===== src/pkg/cmj_cfg.svh =====
// timing constants of the coax attachment unit control logic
// assumes a 20 MHz system clock and a 10 MHz collision oscillator
`ifndef CMJ_CFG_SVH
`define CMJ_CFG_SVH

// clock and bit time
`define CMJ_CLK_NS 50
`define CMJ_BIT_NS 100
`define CMJ_CLK_PER_BIT (`CMJ_BIT_NS / `CMJ_CLK_NS)

// transmit noise filter: least pulse width, rounded up to whole cycles
`define CMJ_NOISE_NS 7
`define CMJ_NOISE_CYC ((`CMJ_NOISE_NS + `CMJ_CLK_NS - 1) / `CMJ_CLK_NS)
`define CMJ_NOISE_W 4

// jabber and unjab intervals, counted in oscillator cycles
`define CMJ_JAB_MS 26
`define CMJ_UNJAB_MS 400
`define CMJ_JAB_TICKS (`CMJ_JAB_MS * 1000000 / `CMJ_BIT_NS)
`define CMJ_UNJAB_TICKS (`CMJ_UNJAB_MS * 1000000 / `CMJ_BIT_NS)
`define CMJ_CNT_W 23

// heartbeat test delay and length in bit times
`define CMJ_SQE_DLY_BITS 8
`define CMJ_SQE_LEN_BITS 8
`define CMJ_SQE_W 4

// end-of-burst high hold in bit times, expressed in clocks
`define CMJ_TAIL_BITS 2
`define CMJ_TAIL_CYC (`CMJ_TAIL_BITS * `CMJ_CLK_PER_BIT)
`define CMJ_TAIL_W 4

// strap level that enables the heartbeat test (tied to negative supply)
`define CMJ_STRAP_ON 1'h0

`endif


===== src/pkg/cmj_pkg.sv =====
// types of the coax attachment unit control logic
// assumes nothing beyond the timing header
package cmj_pkg;

  typedef enum logic [1:0] {
    JAB_IDLE,
    JAB_TX,
    JAB_INHIBIT,
    JAB_UNJAB
  } cmj_jab_t;

  typedef enum logic [1:0] {
    SQE_IDLE,
    SQE_WAIT,
    SQE_BURST
  } cmj_sqe_t;

endpackage : cmj_pkg


===== src/core/cmj_ctrl.sv =====
// control logic of a 10 Mb/s coaxial attachment unit: transmit gating,
// receive gating, collision signalling, jabber and heartbeat test
// assumes all inputs synchronous to CLK_IN; analog squelch, comparators
// and the tap driver itself are outside and report through plain levels
`timescale 1ns/1ps
`include "cmj_cfg.svh"

module cmj_ctrl #(
  parameter logic [`CMJ_CNT_W-1:0] JAB_TICKS =
    `CMJ_CNT_W'(`CMJ_JAB_TICKS),
  parameter logic [`CMJ_CNT_W-1:0] UNJAB_TICKS =
    `CMJ_CNT_W'(`CMJ_UNJAB_TICKS)
) (
  input wire logic CLK_IN,
  input wire logic RESETN_IN,
  input wire logic POWER_GOOD_IN,
  input wire logic DO_ACTIVE_IN,
  input wire logic DO_DATA_IN,
  input wire logic TAP_FAULT_IN,
  input wire logic DRIVER_SUPPLY_RETURN_REMOVED_IN,
  input wire logic HEARTBEAT_TEST_STRAP_IN,
  input wire logic TAP_RECEIVE_CARRIER_IN,
  input wire logic TAP_RECEIVE_DATA_IN,
  input wire logic COLLISION_LEVEL_IN,
  output logic TAP_DRIVE_LINE_OUT,
  output logic TAP_DRIVE_EN_OUT,
  output logic DI_OUT,
  output logic CI_OUT,
  output logic COLLISION_OUT,
  output logic JABBER_OUT
);

  logic osc_q;
  logic tick;
  logic [`CMJ_NOISE_W-1:0] noise_run_q;
  logic do_valid_q;
  logic strap_q;
  logic sqe_enabled;
  cmj_pkg::cmj_jab_t jab_q;
  cmj_pkg::cmj_jab_t jab_d;
  logic [`CMJ_CNT_W-1:0] jab_cnt_q;
  logic [`CMJ_CNT_W-1:0] jab_cnt_d;
  logic drive_en_d;
  logic drive_en_q;
  logic tx_end;
  cmj_pkg::cmj_sqe_t sqe_q;
  cmj_pkg::cmj_sqe_t sqe_d;
  logic [`CMJ_SQE_W-1:0] sqe_cnt_q;
  logic [`CMJ_SQE_W-1:0] sqe_cnt_d;
  logic jabber_active;
  logic collision_q;
  logic ci_req;
  logic ci_hold;
  logic ci_q;
  logic carrier_q;
  logic di_hold;
  logic di_q;
  logic tap_data_q;
  logic jabber_q;
  logic coll_req;
  logic sqe_req;
  logic sup_req;

  // collision oscillator: half the system clock, one cycle is one bit
  always_ff @(posedge CLK_IN or negedge RESETN_IN) begin
    if (!RESETN_IN) begin
      osc_q <= 1'h0;
    end else begin
      osc_q <= ~osc_q;
    end
  end

  // one tick per oscillator cycle paces the jabber, unjab and heartbeat timers
  assign tick = osc_q;

  // a high pulse on DO must persist this many cycles to count as activity
  always_ff @(posedge CLK_IN or negedge RESETN_IN) begin
    if (!RESETN_IN) begin
      noise_run_q <= '0;
      do_valid_q <= 1'h0;
    end else if (!DO_ACTIVE_IN) begin
      noise_run_q <= '0;
      do_valid_q <= 1'h0;
    end else begin
      if (noise_run_q != {`CMJ_NOISE_W{1'h1}}) begin
        noise_run_q <= noise_run_q + `CMJ_NOISE_W'(1);
      end
      do_valid_q <= (noise_run_q >=
        `CMJ_NOISE_W'(`CMJ_NOISE_CYC - 1));
    end
  end

  // strap is meant to be static; sampling it keeps reset free of pins
  always_ff @(posedge CLK_IN or negedge RESETN_IN) begin
    if (!RESETN_IN) begin
      strap_q <= ~`CMJ_STRAP_ON;
    end else begin
      strap_q <= HEARTBEAT_TEST_STRAP_IN;
    end
  end

  assign sqe_enabled = (strap_q == `CMJ_STRAP_ON);

  // jabber controller
  always_comb begin
    jab_d = jab_q;
    jab_cnt_d = jab_cnt_q;
    case (jab_q)
      cmj_pkg::JAB_IDLE: begin
        jab_cnt_d = '0;
        if (TAP_FAULT_IN) begin
          jab_d = cmj_pkg::JAB_INHIBIT;
        end else if (do_valid_q) begin
          jab_d = cmj_pkg::JAB_TX;
        end
      end
      cmj_pkg::JAB_TX: begin
        if (TAP_FAULT_IN) begin
          jab_d = cmj_pkg::JAB_INHIBIT;
          jab_cnt_d = '0;
        end else if (!do_valid_q) begin
          jab_d = cmj_pkg::JAB_IDLE;
          jab_cnt_d = '0;
        end else if (tick) begin
          // the limit tick itself still drives; only the next one exceeds
          if (jab_cnt_q >= JAB_TICKS) begin
            jab_d = cmj_pkg::JAB_INHIBIT;
            jab_cnt_d = '0;
          end else begin
            jab_cnt_d = jab_cnt_q + `CMJ_CNT_W'(1);
          end
        end
      end
      cmj_pkg::JAB_INHIBIT: begin
        jab_cnt_d = '0;
        if (!do_valid_q && !TAP_FAULT_IN) begin
          jab_d = cmj_pkg::JAB_UNJAB;
        end
      end
      cmj_pkg::JAB_UNJAB: begin
        // any activity or fault restarts the whole unjab interval
        if (do_valid_q || TAP_FAULT_IN) begin
          jab_d = cmj_pkg::JAB_INHIBIT;
          jab_cnt_d = '0;
        end else if (tick) begin
          if (jab_cnt_q >= UNJAB_TICKS - `CMJ_CNT_W'(1)) begin
            jab_d = cmj_pkg::JAB_IDLE;
            jab_cnt_d = '0;
          end else begin
            jab_cnt_d = jab_cnt_q + `CMJ_CNT_W'(1);
          end
        end
      end
      default: begin
        jab_d = cmj_pkg::JAB_IDLE;
        jab_cnt_d = '0;
      end
    endcase
  end

  always_ff @(posedge CLK_IN or negedge RESETN_IN) begin
    if (!RESETN_IN) begin
      jab_q <= cmj_pkg::JAB_IDLE;
      jab_cnt_q <= '0;
    end else begin
      jab_q <= jab_d;
      jab_cnt_q <= jab_cnt_d;
    end
  end

  assign jabber_active = (jab_q == cmj_pkg::JAB_INHIBIT) ||
    (jab_q == cmj_pkg::JAB_UNJAB);

  // status pin from a flop: it must not glitch while the state moves
  always_ff @(posedge CLK_IN or negedge RESETN_IN) begin
    if (!RESETN_IN) begin
      jabber_q <= 1'h0;
    end else begin
      jabber_q <= (jab_d == cmj_pkg::JAB_INHIBIT) ||
        (jab_d == cmj_pkg::JAB_UNJAB);
    end
  end

  // the driver runs only on filtered activity with power and no jabber
  assign drive_en_d = do_valid_q && (jab_d == cmj_pkg::JAB_TX) &&
    POWER_GOOD_IN &&
    !DRIVER_SUPPLY_RETURN_REMOVED_IN;

  always_ff @(posedge CLK_IN or negedge RESETN_IN) begin
    if (!RESETN_IN) begin
      drive_en_q <= 1'h0;
    end else begin
      drive_en_q <= drive_en_d;
    end
  end

  // data held low while the driver is off: no stray edge reaches the tap
  always_ff @(posedge CLK_IN or negedge RESETN_IN) begin
    if (!RESETN_IN) begin
      tap_data_q <= 1'h0;
    end else begin
      tap_data_q <= drive_en_d ? DO_DATA_IN : 1'h0;
    end
  end

  // a transmission ends when the driver drops after being on
  assign tx_end = drive_en_q && !drive_en_d;

  // heartbeat test sequencer
  always_comb begin
    sqe_d = sqe_q;
    sqe_cnt_d = sqe_cnt_q;
    case (sqe_q)
      cmj_pkg::SQE_IDLE: begin
        sqe_cnt_d = '0;
        if (tx_end && sqe_enabled) begin
          sqe_d = cmj_pkg::SQE_WAIT;
        end
      end
      cmj_pkg::SQE_WAIT: begin
        if (drive_en_d) begin
          sqe_d = cmj_pkg::SQE_IDLE;
          sqe_cnt_d = '0;
        end else if (tick) begin
          if (sqe_cnt_q >= `CMJ_SQE_W'(`CMJ_SQE_DLY_BITS - 1)) begin
            sqe_d = cmj_pkg::SQE_BURST;
            sqe_cnt_d = '0;
          end else begin
            sqe_cnt_d = sqe_cnt_q + `CMJ_SQE_W'(1);
          end
        end
      end
      cmj_pkg::SQE_BURST: begin
        if (tick) begin
          if (sqe_cnt_q >= `CMJ_SQE_W'(`CMJ_SQE_LEN_BITS - 1)) begin
            sqe_d = cmj_pkg::SQE_IDLE;
            sqe_cnt_d = '0;
          end else begin
            sqe_cnt_d = sqe_cnt_q + `CMJ_SQE_W'(1);
          end
        end
      end
      default: begin
        sqe_d = cmj_pkg::SQE_IDLE;
        sqe_cnt_d = '0;
      end
    endcase
  end

  always_ff @(posedge CLK_IN or negedge RESETN_IN) begin
    if (!RESETN_IN) begin
      sqe_q <= cmj_pkg::SQE_IDLE;
      sqe_cnt_q <= '0;
    end else begin
      sqe_q <= sqe_d;
      sqe_cnt_q <= sqe_cnt_d;
    end
  end

  // the level comparator sees other stations whether or not we transmit
  always_ff @(posedge CLK_IN or negedge RESETN_IN) begin
    if (!RESETN_IN) begin
      collision_q <= 1'h0;
    end else begin
      collision_q <= COLLISION_LEVEL_IN;
    end
  end

  // causes are kept apart: any one of them gates the oscillator onto CI
  assign coll_req = collision_q;
  assign sqe_req = (sqe_q == cmj_pkg::SQE_BURST);
  // supply removal bypasses the jabber states, so CI follows the external
  // disable time plus the end-of-burst hold and not the unjab interval
  assign sup_req = DRIVER_SUPPLY_RETURN_REMOVED_IN;
  assign ci_req = coll_req ||
    sqe_req ||
    jabber_active ||
    sup_req;

  cmj_tail u_ci_tail (
    .clk_in(CLK_IN),
    .resetn_in(RESETN_IN),
    .active_in(ci_req),
    .hold_out(ci_hold)
  );

  // idle returns immediately after the hold, well inside twenty bits
  always_ff @(posedge CLK_IN or negedge RESETN_IN) begin
    if (!RESETN_IN) begin
      ci_q <= 1'h0;
    end else if (ci_req) begin
      ci_q <= osc_q;
    end else begin
      ci_q <= ci_hold;
    end
  end

  // receive path: two register stages from carrier to DI, far inside five bit times
  always_ff @(posedge CLK_IN or negedge RESETN_IN) begin
    if (!RESETN_IN) begin
      carrier_q <= 1'h0;
    end else begin
      carrier_q <= TAP_RECEIVE_CARRIER_IN;
    end
  end

  cmj_tail u_di_tail (
    .clk_in(CLK_IN),
    .resetn_in(RESETN_IN),
    .active_in(carrier_q),
    .hold_out(di_hold)
  );

  always_ff @(posedge CLK_IN or negedge RESETN_IN) begin
    if (!RESETN_IN) begin
      di_q <= 1'h0;
    end else if (carrier_q) begin
      di_q <= TAP_RECEIVE_DATA_IN;
    end else begin
      di_q <= di_hold;
    end
  end

  assign TAP_DRIVE_LINE_OUT = tap_data_q;
  assign TAP_DRIVE_EN_OUT = drive_en_q;
  assign DI_OUT = di_q;
  assign CI_OUT = ci_q;
  assign COLLISION_OUT = collision_q;
  assign JABBER_OUT = jabber_q;

endmodule : cmj_ctrl


===== src/core/cmj_tail.sv =====
// end-of-burst hold: keeps a line high for a fixed time after activity
// assumes the timing header and a single synchronous clock
`timescale 1ns/1ps
`include "cmj_cfg.svh"

module cmj_tail (
  input wire logic clk_in,
  input wire logic resetn_in,
  input wire logic active_in,
  output logic hold_out
);

  logic active_q;
  logic [`CMJ_TAIL_W-1:0] cnt_q;

  always_ff @(posedge clk_in or negedge resetn_in) begin
    if (!resetn_in) begin
      active_q <= 1'h0;
    end else begin
      active_q <= active_in;
    end
  end

  // the hold is dropped at once by new activity, the owner drives then
  always_ff @(posedge clk_in or negedge resetn_in) begin
    if (!resetn_in) begin
      cnt_q <= '0;
    end else if (active_in) begin
      cnt_q <= '0;
    end else if (active_q) begin
      cnt_q <= `CMJ_TAIL_W'(`CMJ_TAIL_CYC - 1);
    end else if (cnt_q != '0) begin
      cnt_q <= cnt_q - `CMJ_TAIL_W'(1);
    end
  end

  // active_q covers the first hold cycle, so the line never dips low
  assign hold_out = active_q || (cnt_q != '0);

endmodule : cmj_tail


===== config.mk =====
export PLATFORM = sky130hd
export DESIGN_NAME = cmj_ctrl
export DESIGN_NICKNAME = d
export VERILOG_FILES = /design/src/pkg/cmj_pkg.sv /design/src/core/cmj_ctrl.sv /design/src/core/cmj_tail.sv
export VERILOG_INCLUDE_DIRS = /design/src /design/src/pkg
export SDC_FILE = /design/constraint.sdc
export NUM_CORES = 1
export LEC_CHECK = 0
export ABC_CLOCK_PERIOD_IN_PS = 1750
export BUFFER_PORTS_ARGS = -buffer_cell sky130_fd_sc_hd__buf_2
export CORE_MARGIN = 2
export CORE_UTILIZATION = 30
export DETAILED_ROUTE_END_ITERATION = 16
export GPL_ROUTABILITY_DRIVEN = 0
export PLACE_DENSITY = 0.58
export REMOVE_ABC_BUFFERS = 1
export SKIP_LAST_GASP = 1
export SLEW_MARGIN = 30
export SYNTH_ARGS = -nofsm -noshare
export SYNTH_HDL_FRONTEND = slang
export SYNTH_SLANG_ARGS = --single-unit

===== constraint.sdc =====
create_clock -name CLK_IN -period 1.75 [get_ports CLK_IN]
set_input_delay 0.2625 -clock CLK_IN [delete_from_list [all_inputs] [get_ports CLK_IN]]
set_output_delay 0.2625 -clock CLK_IN [all_outputs]
set_load 0.01 [all_outputs]

# Yosys cells after proc, flatten, opt, wreduce, memory -nomap -nowiden
# Index checks and enable logic that the tools add are counted.
# totals
register_bits	55
latch_bits	0
ramBits	0
mem_bits_ro	0
memories	0
# classes
add_sub_neg	5
mul	0
div_mod_pow	0
n_lt_le_gt_ge	4
eq_ne	17
shift	0
muxes	42
n_bitwise	2
n_reduce_logical	27
# op_table
cell	n
$mux 23	7
$pmux 23 s3	1
$mux 4	11
$mux 2	16
$add 23x1->23 const B	1
$ge 23x18->1 const B	1
$ge 23x22->1 const B	1
$eq 2x2->1 const B	5
$ne 3x3->1 const B	3
$add 4x1->4 const B	2
$logic_or 1x1->1	8
$ne 4x4->1 const B	2
$pmux 2 s4	1
$pmux 4 s2	1
$reduce_bool 4->1	2
$sub 4x1->4 const B	2
$eq 2x1->1 const B	3
$logic_and 1x1->1	6
$pmux 2 s3	1
$reduce_bool 3->1	2
$reduce_and 5->1	1
$ge 4x1->1 const B	1
$ge 4x3->1 const B	1
$logic_not 1->1	4
other kinds (7)	14

# Longest topological paths before layout
# Gate-level depths: netlist of run 1.
# depth
ltp_word	15
depth_mapped	8
depth_no_buf	6

# By module
# Synthesis of run 1 repeated with hierarchy kept, for this count alone.
# unflattened
cells_unflattened	287
hier_area_um2	2767.7
# by_module_without_submodules
module	n_inst	cells_per_inst	area_per_inst_um2	seq_area_each_um2
cmj_ctrl	1	243	2279.7	1027.2
cmj_tail	2	22	244.0	125.1

# Worst setup path after synthesis of run 1
# OpenSTA, ideal clock, no wires.
# synth_timing
kind	reg2reg
startpoint	reg jab_cnt_q[14]
endpoint	reg jabber_q, in the netlist JABBER_OUT
t_arrival_ns	1.775
setup_slack_ns	-0.151
path_stages_with_launch	6
path_buffers	0
period_less_slack_ns	1.901
path_cell_list	dfrtp_1 -> or4_4 -> nor4_4 -> a41oi_4 -> a211oi_2 -> o21bai_1
# synth_between
elab_chain_len	8
word_cells_on_any_way	13
cone_classes	2 x order compare; 2 x eq/ne; 8 x mux; 1 x reduce/logical
# synth_rtl
item	line_no	text
start, declared	cmj_ctrl.sv:41	logic [`CMJ_CNT_W-1:0] jab_cnt_q;
start signal, assigned	cmj_ctrl.sv:167	jab_cnt_q <= jab_cnt_d;
$ge 23x18->1	cmj_ctrl.sv:126	if (jab_cnt_q >= JAB_TICKS) begin
$mux 2	cmj_ctrl.sv:126	
$mux 2	cmj_ctrl.sv:124	end else if (tick) begin
$mux 2	cmj_ctrl.sv:121	end else if (!do_valid_q) begin
$mux 2	cmj_ctrl.sv:118	if (TAP_FAULT_IN) begin
$pmux 2 s4 (*)	cmj_ctrl.sv:108	case (jab_q)
$eq 2x2->1 (on tied branches)	cmj_ctrl.sv:179, cmj_ctrl.sv:180	
$logic_or 1x1->1 (*)	cmj_ctrl.sv:179	jabber_q <= (jab_d == cmj_pkg::JAB_INHIBIT) ||
end signal, assigned	cmj_ctrl.sv:179	
end, declared	cmj_ctrl.sv:59	logic jabber_q;
# Every way passes the cells marked *; elsewhere a longest branch is shown, timed or not.
# A chain may end at the register's enable or synchronous reset.

# Worst setup path in the final report of run 1
# layout_timing
startpoint	reg jab_cnt_q[14]
endpoint	reg jab_cnt_q[2]
# layout_between
elab_chain_len	6
word_cells_on_any_way	10
cone_classes	2 x order compare; 8 x mux
# layout_rtl
item	line_no
$ge 23x18->1	cmj_ctrl.sv:126
$mux 23	cmj_ctrl.sv:126
$mux 23	cmj_ctrl.sv:124
$mux 23	cmj_ctrl.sv:121
$mux 23	cmj_ctrl.sv:118
$pmux 23 s3 (*)	cmj_ctrl.sv:108
# Every way passes the cells marked *; elsewhere a longest branch is shown, timed or not. The select of a mux whose other input is x is not followed.

==> impl_metrics.env, run 1 <==
export IMPL_nets=362
export IMPL_end_kind="flip-flop"
export IMPL_worstMarginPinSlew_ns=0.361
export IMPL_pin_count=17
export IMPL_hold_viol_final=0
export IMPL_synth_area_um2=2870
export IMPL_antenna_found_initial=0
export IMPL_cts_clk_slew_worst_paths_ns=0.10
export IMPL_antenna_cells=0
export IMPL_core_area_um2=9240
export IMPL_gr_total_overflow=0
export IMPL_power_density_nw_per_um2=592
export IMPL_num_rows=35
export IMPL_clk_path_buf_depth=2
export IMPL_grt_use_total_pct=13.0
export IMPL_insertion_delay_ns=0.31
export IMPL_critical_path_top_delay_family="simple AND/OR/NAND/NOR gates"
export IMPL_drt_wirelength_per_cell_um=12.7
export IMPL_p_leak_nw=1.54
export IMPL_synth_seq_cells=51
export IMPL_maxSlewHeadroom_pct=75.8
export IMPL_netlist_area_leader_share_pct=43.6
export IMPL_cts_tree="built"
export IMPL_ys_types=60
export IMPL_grt_max_degree=29
export IMPL_fin_skew_ns=0.00676
export IMPL_crit_buf_inv=1
export IMPL_finalWirelength_mm=5.99
export IMPL_seq_power_share_pct=56.9
export IMPL_die_area_um2=10400
export IMPL_p_clk_share_pct=32.5
export IMPL_route_detailed_drc=0
export IMPL_crit_required_ns=1.95
export IMPL_internal_power_mw=1.60
export IMPL_cts_buffers=5
export IMPL_critical_path_class="reg2reg"
export IMPL_rsz0062_at_grt="true"
export IMPL_fillers=894
export IMPL_ys_top_cells_by_area="dfrtp_1, a21oi_2, xnor2_1"
export IMPL_crit_slowest_cell="or4_4"
export IMPL_dp_slack_ns=-0.206
export IMPL_syn2layout_area_growth_pct=27.1
export IMPL_multi_input_area_um2=1510
export IMPL_cap_violations=0
export IMPL_first_iter_violations=96
export IMPL_vias_per_cell=4.68
export IMPL_cts_htree_levels=2
export IMPL_violations="negative setup slack"
export IMPL_status="complete, but fails checks"
export IMPL_numClockSinks=51
export IMPL_seqCellArea_um2=1280
export IMPL_hp_class="in2reg"
export IMPL_yosys_warnings=0
export IMPL_synthFlopType="dfrtp_1"
export IMPL_period_share_pct=108
export IMPL_crit_arrival_ns=2.09
export IMPL_min_period_ns=1.89
export IMPL_crit_path_max_incr_delay_ns=0.55
export IMPL_async_reset_ff_share_pct=100
export IMPL_crit_chain="or4_4 > nor4_4 > a41oi_4 > nand3_4 > buf_12 > a21oi_2"
export IMPL_port_buffers=16
export IMPL_fmax_mhz=528
export IMPL_initial_core_util_pct=31.0
export IMPL_synth_common_cells="dfrtp_1, nor2_1, a21oi_2"
export IMPL_syn_area_per_cell_um2=10.5
export IMPL_start_kind="flip-flop"
export IMPL_drive_gt1_share_pct=36.6
export IMPL_ys_seq_area_share_pct=44.6
export IMPL_ant_nets=0
export IMPL_p_switching_mw=0.555
export IMPL_netlist_instances=273
export IMPL_yosysTopAreaCell="dfrtp_1"
export IMPL_vias=2215
export IMPL_synth_most_common_cell="dfrtp_1"
export IMPL_sw_frac_of_total_pct=25.7
export IMPL_crit_fanout=10
export IMPL_max_vdd_ir_drop_uv=327
export IMPL_root_buffer="clkbuf_8"
export IMPL_setup_viol=26
export IMPL_grt_pass1_wl_mm=10.6
export IMPL_die_height_um=102
export IMPL_slew_violations=0
export IMPL_grt_pass1_vias=2309
export IMPL_finalWorstSetupSlack_ns=-0.145
export IMPL_synth_edf_count=0
export IMPL_die_x_um=102
export IMPL_dr_pass1_iters=4
export IMPL_dp_hpwl_mm=4.48
export IMPL_pwr_share_comb_pct=10.6
export IMPL_fin_tns_setup_ns=-3.37
## layout make-up
| type | count | area share (%) |
|---|---|---|
| clock inverters | 2 | 0.447 |
| clock buffers | 6 | 1.99 |
| multi-input cells | 198 | 41.4 |
| flip-flops and latches | 51 | 35.1 |
| repair buffers | 74 | 15.4 |
| inverters | 13 | 1.34 |
| well taps | 129 | 4.43 |
## routing by layer
metal | track usage, % | wire (um) | vias up
met5 | 0 | 0 | -
met4 | 4.37 | 85 | 0
met3 | 2.97 | 140 | 6
met2 | 21.3 | 2860 | 25
met1 | 17.0 | 2900 | 1070
li1 | - | - | 1114
## per-stage QoR
stage	hold slack (ns)	util [%]	cells	instance area, um^2	power (mW)
5_1_grt	0.0145	39.4	473	3640	2.29
4_1_cts	0.0327	38.7	470	3570	2.20
3_3_place_gp	0.279	37.4	459	3460	1.47
6_report	0.0426	39.4	473	3640	2.16
2_1_floorplan	-0.0331	-	262	2790	1.37
3_5_place_dp	0.286	37.4	459	3460	1.48
## cell usage in the layout, fill, tap and decap left out, drive strengths merged, types with 3 or more instances in the layout
master  Yosys  routed
buf         8      73
dfrtp      50      50
a21oi      34      34
nor2       22      22
xnor2      20      20
inv        13      14
nand2      12      12
nor3       11      11
nand3       9       9
nor4        9       9
ha          8       8
and3        7       7
nand4       6       6
clkbuf      3       6
nand2b      4       4
xor2        4       4
nor3b       4       4
o21ai       4       4
nor2b       3       3
and4        3       3
a31oi       3       3
or3         3       3
or2         3       3
a211oi      3       3
## repair_timing
item / in CTS / in global routing
buffers inserted: 2 / 3
resized for setup: 1 / 8
hold endpoints to repair: 50 / 0
hold buffers: 1 / 0
gates cloned: 0 / 0
setup endpoints to repair: 27 / 33
pin swaps: 7 / 4
## worst register-to-register path, cell delays in order (launching register included)
cell,delay [ns]
dfrtp_1,0.39
or4_4,0.55
nor4_4,0.30
a41oi_4,0.18
nand3_4,0.14
buf_12,0.15
a21oi_2,0.06
## kinds of logic (layout without fill, tap and decap cells)
kind of cell,Yosys count,in the layout,share of synthesized area (%)
buffers and inverters,24,95,4.54
AND/OR/NAND/NOR,105,105,22.7
flip-flops,51,51,44.6
AO/OA/AOI/OAI,59,59,16.3
XOR/XNOR,24,24,7.59
adder cells (fa/ha/maj),8,8,3.49
multiplexers,2,2,0.742
## path summary, 6_finish.rpt
path | endpoint | startpoint | slack, ns | depth (start not counted)
hold reg to reg | u_di_tail.cnt_q[3] | u_di_tail.active_q | 0.51 | 1
hold / removal | strap_q | HEARTBEAT_TEST_STRAP_IN | 0.04 | 1
max in group asynchronous | strap_q | RESETN_IN | 0.96 | 3
min in group asynchronous | u_ci_tail.active_q | RESETN_IN | 0.47 | 3
setup reg to reg | jab_cnt_q[2] | jab_cnt_q[14] | -0.14 | 6
setup / recovery | jab_cnt_q[2] | jab_cnt_q[14] | -0.14 | 6
## flip-flops by register name, summed over array words and instances (netlist names), 2 cells and up
| signal | count |
|---|---|
| u_di_tail.cnt_q | 4 |
| jab_cnt_q | 23 |
| jab_q | 2 |
| sqe_cnt_q | 4 |
| u_ci_tail.cnt_q | 4 |
| sqe_q | 2 |
## power groups by stage
stage | combinational, mW | clock (mW) | sequential [mW]
final | 0.228 | 0.701 | 1.23
after global routing | 0.262 | 0.795 | 1.23
after CTS | 0.234 | 0.738 | 1.23
after detailed placement | 0.229 | 0 | 1.25
after global placement | 0.224 | 0 | 1.25
after floorplan | 0.108 | 0 | 1.26
Power figures use the tool's default switching activity.
==> run 2, diff against run 1 <==
Settings changed: SYNTH_HIERARCHICAL from default to 1.
==> impl_metrics.env, run 2 <==
export IMPL_cts_tree="built"
export IMPL_min_period_ns=2.26
export IMPL_worstMarginPinSlew_ns=0.582
export IMPL_antenna_found_initial=0
export IMPL_dp_slack_ns=-0.576
export IMPL_ys_types=56
export IMPL_fmax_mhz=443
export IMPL_initial_core_util_pct=30.4
export IMPL_antenna_cells=0
export IMPL_grt_pass1_wl_mm=11.0
export IMPL_synth_common_cells="dfrtp_1, nand2_1, nor2_1"
export IMPL_nets=384
export IMPL_syn2layout_area_growth_pct=35.9
export IMPL_setup_viol=33
export IMPL_period_share_pct=129
export IMPL_fin_skew_ns=0.00709
export IMPL_dr_pass1_iters=4
export IMPL_grt_use_total_pct=13.7
export IMPL_drt_wirelength_per_cell_um=13.6
export IMPL_cap_violations=0
export IMPL_yosysTopAreaCell="dfrtp_1"
export IMPL_yosys_warnings=6
export IMPL_seqCellArea_um2=1280
export IMPL_crit_fanout=12
export IMPL_maxSlewHeadroom_pct=61.0
export IMPL_core_area_um2=9110
export IMPL_crit_slowest_cell="or4_4"
export IMPL_cts_clk_slew_worst_paths_ns=0.09
export IMPL_vias_per_cell=4.95
export IMPL_numClockSinks=51
export IMPL_max_flop_register="jab_cnt_q"
export IMPL_num_rows=35
export IMPL_path_common_cell="nor4_4"
export IMPL_crit_chain="or3_4 > or4_4 > nor4_4 > nor4_4 > nor3_2 > buf_6 > nor2_1"
export IMPL_rsz0062_at_grt="true"
export IMPL_port_buffers=16
export IMPL_hold_viol_final=0
export IMPL_p_leak_nw=1.65
export IMPL_cts_htree_levels=2
export IMPL_netlist_instances=287
export IMPL_crit_path_max_incr_delay_ns=0.50
export IMPL_grt_max_degree=22
export IMPL_netlist_area_leader_share_pct=45.2
export IMPL_synth_edf_count=0
export IMPL_synthFlopType="dfrtp_1"
export IMPL_violations="negative setup slack"
export IMPL_drive_gt1_share_pct=38.8
export IMPL_pin_count=17
export IMPL_hp_class="in2reg"
export IMPL_crit_arrival_ns=2.46
export IMPL_dp_hpwl_mm=4.71
export IMPL_start_kind="flip-flop"
export IMPL_finalWorstSetupSlack_ns=-0.508
export IMPL_final_cell_mix="buf_4, dfrtp_1, nand2_1"
export IMPL_synth_seq_cells=51
export IMPL_die_height_um=100
export IMPL_crit_required_ns=1.95
export IMPL_grt_pass1_vias=2375
export IMPL_multi_input_area_um2=1560
export IMPL_critical_path_class="reg2reg"
export IMPL_die_x_um=100
export IMPL_synth_most_common_cell="dfrtp_1"
export IMPL_die_area_um2=10000
export IMPL_root_buffer="clkbuf_8"
export IMPL_r2r_setup_slack_ns=-0.51
export IMPL_status="complete, but fails checks"
export IMPL_finalWirelength_mm=6.47
export IMPL_power_density_nw_per_um2=544
export IMPL_route_detailed_drc=0
export IMPL_finalCoreUtilization_pct=41.3
export IMPL_first_iter_violations=124
export IMPL_largest_reg_flops=23
export IMPL_clk_path_buf_depth=2
export IMPL_final_common_cell="buf_4"
export IMPL_max_vdd_ir_drop_uv=343
export IMPL_totalPowerFinal_mw=2.05
export IMPL_ant_nets=0
export IMPL_synth_area_um2=2770
export IMPL_insertion_delay_ns=0.30
export IMPL_ys_seq_area_share_pct=46.2
export IMPL_slew_violations=0
export IMPL_ys_top_cells_by_area="dfrtp_1, nand2_1, nor2_1"
export IMPL_gr_total_overflow=0
export IMPL_async_reset_ff_share_pct=100
export IMPL_cts_buffers=5
export IMPL_end_kind="flip-flop"
export IMPL_vias=2360
export IMPL_syn_area_per_cell_um2=9.64
export IMPL_fillers=853
-- run 2: worst max-delay path: cells and delay by family (launching register included) --
family                 cells  cell delay [ns]
AND/OR/NAND/NOR            6             1.60
flip-flops                 1             0.39
buffers and inverters      1             0.18
-- run 2: kinds of logic (layout without fill, tap and decap cells) --
group / count (synthesis) / in the layout / share of synthesized area (%)
AOI/OAI and AO/OA: 47 / 47 / 11.5
muxes: 5 / 5 / 1.99
DFF: 51 / 51 / 46.2
and+or+nand+nor: 134 / 134 / 27.5
adders and majority gates: 8 / 8 / 3.62
xor gates and xnor gates: 15 / 15 / 4.75
buffers and inverters: 27 / 106 / 4.48
-- run 2: what timing repair did --
item,4_1_cts,5_1_grt
resized for setup,40,7
pin swaps,35,5
endpoints found under the hold margin,16,0
setup endpoints to repair,33,35
hold buffers,1,0
setup buffers,8,2
-- run 2: metal layers --
layer	vias to the layer above	routed length (um)	GRT usage, %
met5	-	0	0
met3	5	214	2.30
met4	0	68	3.69
li1	1168	-	-
met1	1148	3000	16.6
met2	39	3190	25.0
-- run 2: power breakdown --
part	internal (mW)	switching [mW]	total, mW
clock	0.287	0.410	0.697
sequential	1.20	0.0163	1.21
combinational	0.0632	0.0724	0.136
total	1.55	0.499	2.05
-- run 2: metrics by stage --
| step | area (um^2) | std cells | setup TNS (ns) | hold WS (ns) |
|---|---|---|---|---|
| floorplan | 2710 | 277 | -23.01 | -0.0331 |
| CTS | 3730 | 475 | -11.68 | 0.0462 |
| global route | 3760 | 477 | -17.11 | 0.0368 |
| global placement | 3380 | 458 | -16.10 | 0.232 |
| finish | 3760 | 477 | -14.79 | 0.0522 |
| detailed placement | 3380 | 458 | -16.79 | 0.238 |
-- run 2: worst paths after layout --
kind	from	endpoint	depth (start not counted)
max in group asynchronous	RESETN_IN	do_valid_q	3
worst min-delay path	HEARTBEAT_TEST_STRAP_IN	strap_q	1
worst max register to register	jab_cnt_q[14]	jab_cnt_q[8]	7
worst max-delay path	jab_cnt_q[14]	jab_cnt_q[8]	7
worst min register to register	carrier_q	u_di_tail/active_q	0
min in group asynchronous	RESETN_IN	u_ci_tail/cnt_q[2]	2
-- run 2: layout make-up --
type	count	area share [%]
Clock buffer	5	1.83
Clock inverter	3	0.665
Inverter	17	1.70
Multi-Input combinational cell	209	41.5
Sequential cell	51	34.0
Tap cell	111	3.69
Timing Repair Buffer	81	16.7
==> run 3, diff against run 2 <==
Settings changed: CORE_MARGIN 2 to default, SKIP_CTS_REPAIR_TIMING from default to 1.
==> impl_metrics.env, run 3 (synthesis results as in run 2) <==
export IMPL_status="complete, but fails checks"
export IMPL_violations="design-rule violations, negative setup slack"
export IMPL_root_buffer="clkbuf_8"
export IMPL_crit_path_max_incr_delay_ns=0.45
export IMPL_grt_pass1_wl_mm=10.4
export IMPL_crit_cells=10
export IMPL_largest_reg_flops=23
export IMPL_nets=381
export IMPL_fmax_mhz=442
export IMPL_antenna_cells=0
export IMPL_die_x_um=98.1
export IMPL_internal_power_mw=1.58
export IMPL_period_share_pct=129
export IMPL_max_flop_register="jab_cnt_q"
export IMPL_cap_violations=0
export IMPL_core_area_um2=8810
export IMPL_seqCellArea_um2=1280
export IMPL_antenna_found_initial=0
export IMPL_gr_total_overflow=0
export IMPL_dp_hpwl_mm=4.65
export IMPL_initial_core_util_pct=31.4
export IMPL_final_common_cell="buf_4"
export IMPL_r2r_setup_slack_ns=-0.51
export IMPL_crit_chain="inv_2 > ha_4 > or4b_4 > a211oi_2 > a31o_2 > nor4b_4 > buf_4 > nor3_2 > buf_6 > nor2_1"
export IMPL_finalCoreUtilization_pct=40.8
export IMPL_wl_met1_mm=2.95
export IMPL_vias=2279
export IMPL_grt_max_degree=26
export IMPL_crit_path_end="jab_cnt_q[8]"
export IMPL_maxSlewHeadroom_pct=76.3
export IMPL_pwr_share_comb_pct=6.3
export IMPL_r2r_cells=10
export IMPL_wl_met2_mm=2.92
export IMPL_dr_pass1_iters=10
export IMPL_p_switching_mw=0.466
export IMPL_crit_slowest_cell="or4b_4"
export IMPL_route_detailed_drc=4
export IMPL_rsz0062_at_grt="true"
export IMPL_met3WireLength_um=133
export IMPL_power_density_nw_per_um2=570
export IMPL_port_buffers=16
export IMPL_cts_clk_slew_worst_paths_ns=0.10
export IMPL_min_period_ns=2.26
export IMPL_grt_use_total_pct=13.5
export IMPL_crit_arrival_ns=2.45
export IMPL_critical_path_top_delay_family="simple AND/OR/NAND/NOR gates"
export IMPL_cts_tree="built"
export IMPL_syn2layout_area_growth_pct=29.7
export IMPL_drive_gt1_share_pct=34.2
export IMPL_start_kind="flip-flop"
export IMPL_insertion_delay_ns=0.30
export IMPL_grt_pass1_vias=2249
export IMPL_vias_per_cell=4.84
export IMPL_end_kind="flip-flop"
export IMPL_drt_wirelength_per_cell_um=12.9
export IMPL_p_leak_nw=1.59
export IMPL_finalWirelength_mm=6.07
export IMPL_cts_buffers=5
export IMPL_sw_frac_of_total_pct=22.8
export IMPL_die_height_um=98.1
export IMPL_setup_viol=33
export IMPL_placed_cell_area_um2=3360
export IMPL_first_iter_violations=138
export IMPL_startpoint="jab_cnt_q[1]"
export IMPL_numClockSinks=51
export IMPL_slew_violations=0
export IMPL_finalWorstSetupSlack_ns=-0.514
export IMPL_fin_skew_ns=0.0127
export IMPL_die_area_um2=9610
export IMPL_final_cell_mix="buf_4, dfrtp_1, nand2_1"
export IMPL_critical_path_class="reg2reg"
export IMPL_ant_nets=0
export IMPL_cts_htree_levels=2
export IMPL_multi_input_area_um2=1450
export IMPL_routed_top_layer="met4"
export IMPL_crit_buf_inv=3
export IMPL_hold_viol_final=0
export IMPL_crit_reg2reg_launch="jab_cnt_q[1]"
export IMPL_clk_path_buf_depth=2
export IMPL_p_clk_share_pct=34.4
export IMPL_r2r_end="jab_cnt_q[8]"
export IMPL_seq_power_share_pct=59.3
export IMPL_max_vdd_ir_drop_uv=310
export IMPL_fillers=847
export IMPL_crit_fanout=12
export IMPL_num_rows=34
export IMPL_fin_area_um2=3590
export IMPL_crit_required_ns=1.94
export IMPL_hp_class="in2reg"
export IMPL_pin_count=17
export IMPL_worstMarginPinSlew_ns=0.354
[run 3: area by class of cell]
type,count,share of cell area [%]
multi-input cells,209,40.3
clock inverters,2,0.453
inverters,17,1.78
well taps,108,3.76
repair buffers,78,15.8
flip-flops and latches,51,35.6
clock buffers,6,2.30
[run 3: metal layers]
| layer | global-route usage [%] | up-vias |
|---|---|---|
| li1 | - | 1164 |
| met1 | 17.7 | 1091 |
| met2 | 22.5 | 19 |
| met3 | 2.43 | 5 |
| met4 | 4.20 | 0 |
| met5 | 0 | - |
[run 3: power groups by stage]
stage	sequential (mW)	combinational (mW)	clock, mW
floorplan	1.24	0.0529	0
global placement	1.24	0.122	0
detailed placement	1.24	0.125	0
CTS	1.21	0.125	0.742
global route	1.22	0.143	0.802
finish	1.21	0.128	0.704
[run 3: per-stage QoR]
step                      hold WS (ns)  instances  power, mW  worst slack (ns)  setup TNS [ns]
after global placement           0.189        457       1.36            -0.620          -16.70
after floorplan                -0.0331        277       1.29            -0.974          -23.01
after detailed placement         0.193        457       1.36            -0.705          -19.05
final                           0.0590        471       2.05            -0.514          -14.20
after global routing            0.0331        471       2.16            -0.640          -18.26
after CTS                       -0.149        465       2.08            -0.722          -19.52
[run 3: worst min path at each step]
stage	from	end	slack, ns	cells past startpoint
finish	COLLISION_LEVEL_IN	COLLISION_OUT	0.06	1
global route	COLLISION_LEVEL_IN	COLLISION_OUT	0.03	1
CTS	RESETN_IN	COLLISION_OUT	-0.15	1
detailed placement	RESETN_IN	do_valid_q	0.19	1
global placement	RESETN_IN	do_valid_q	0.19	1
floorplan	RESETN_IN	CI_OUT	-0.03	0
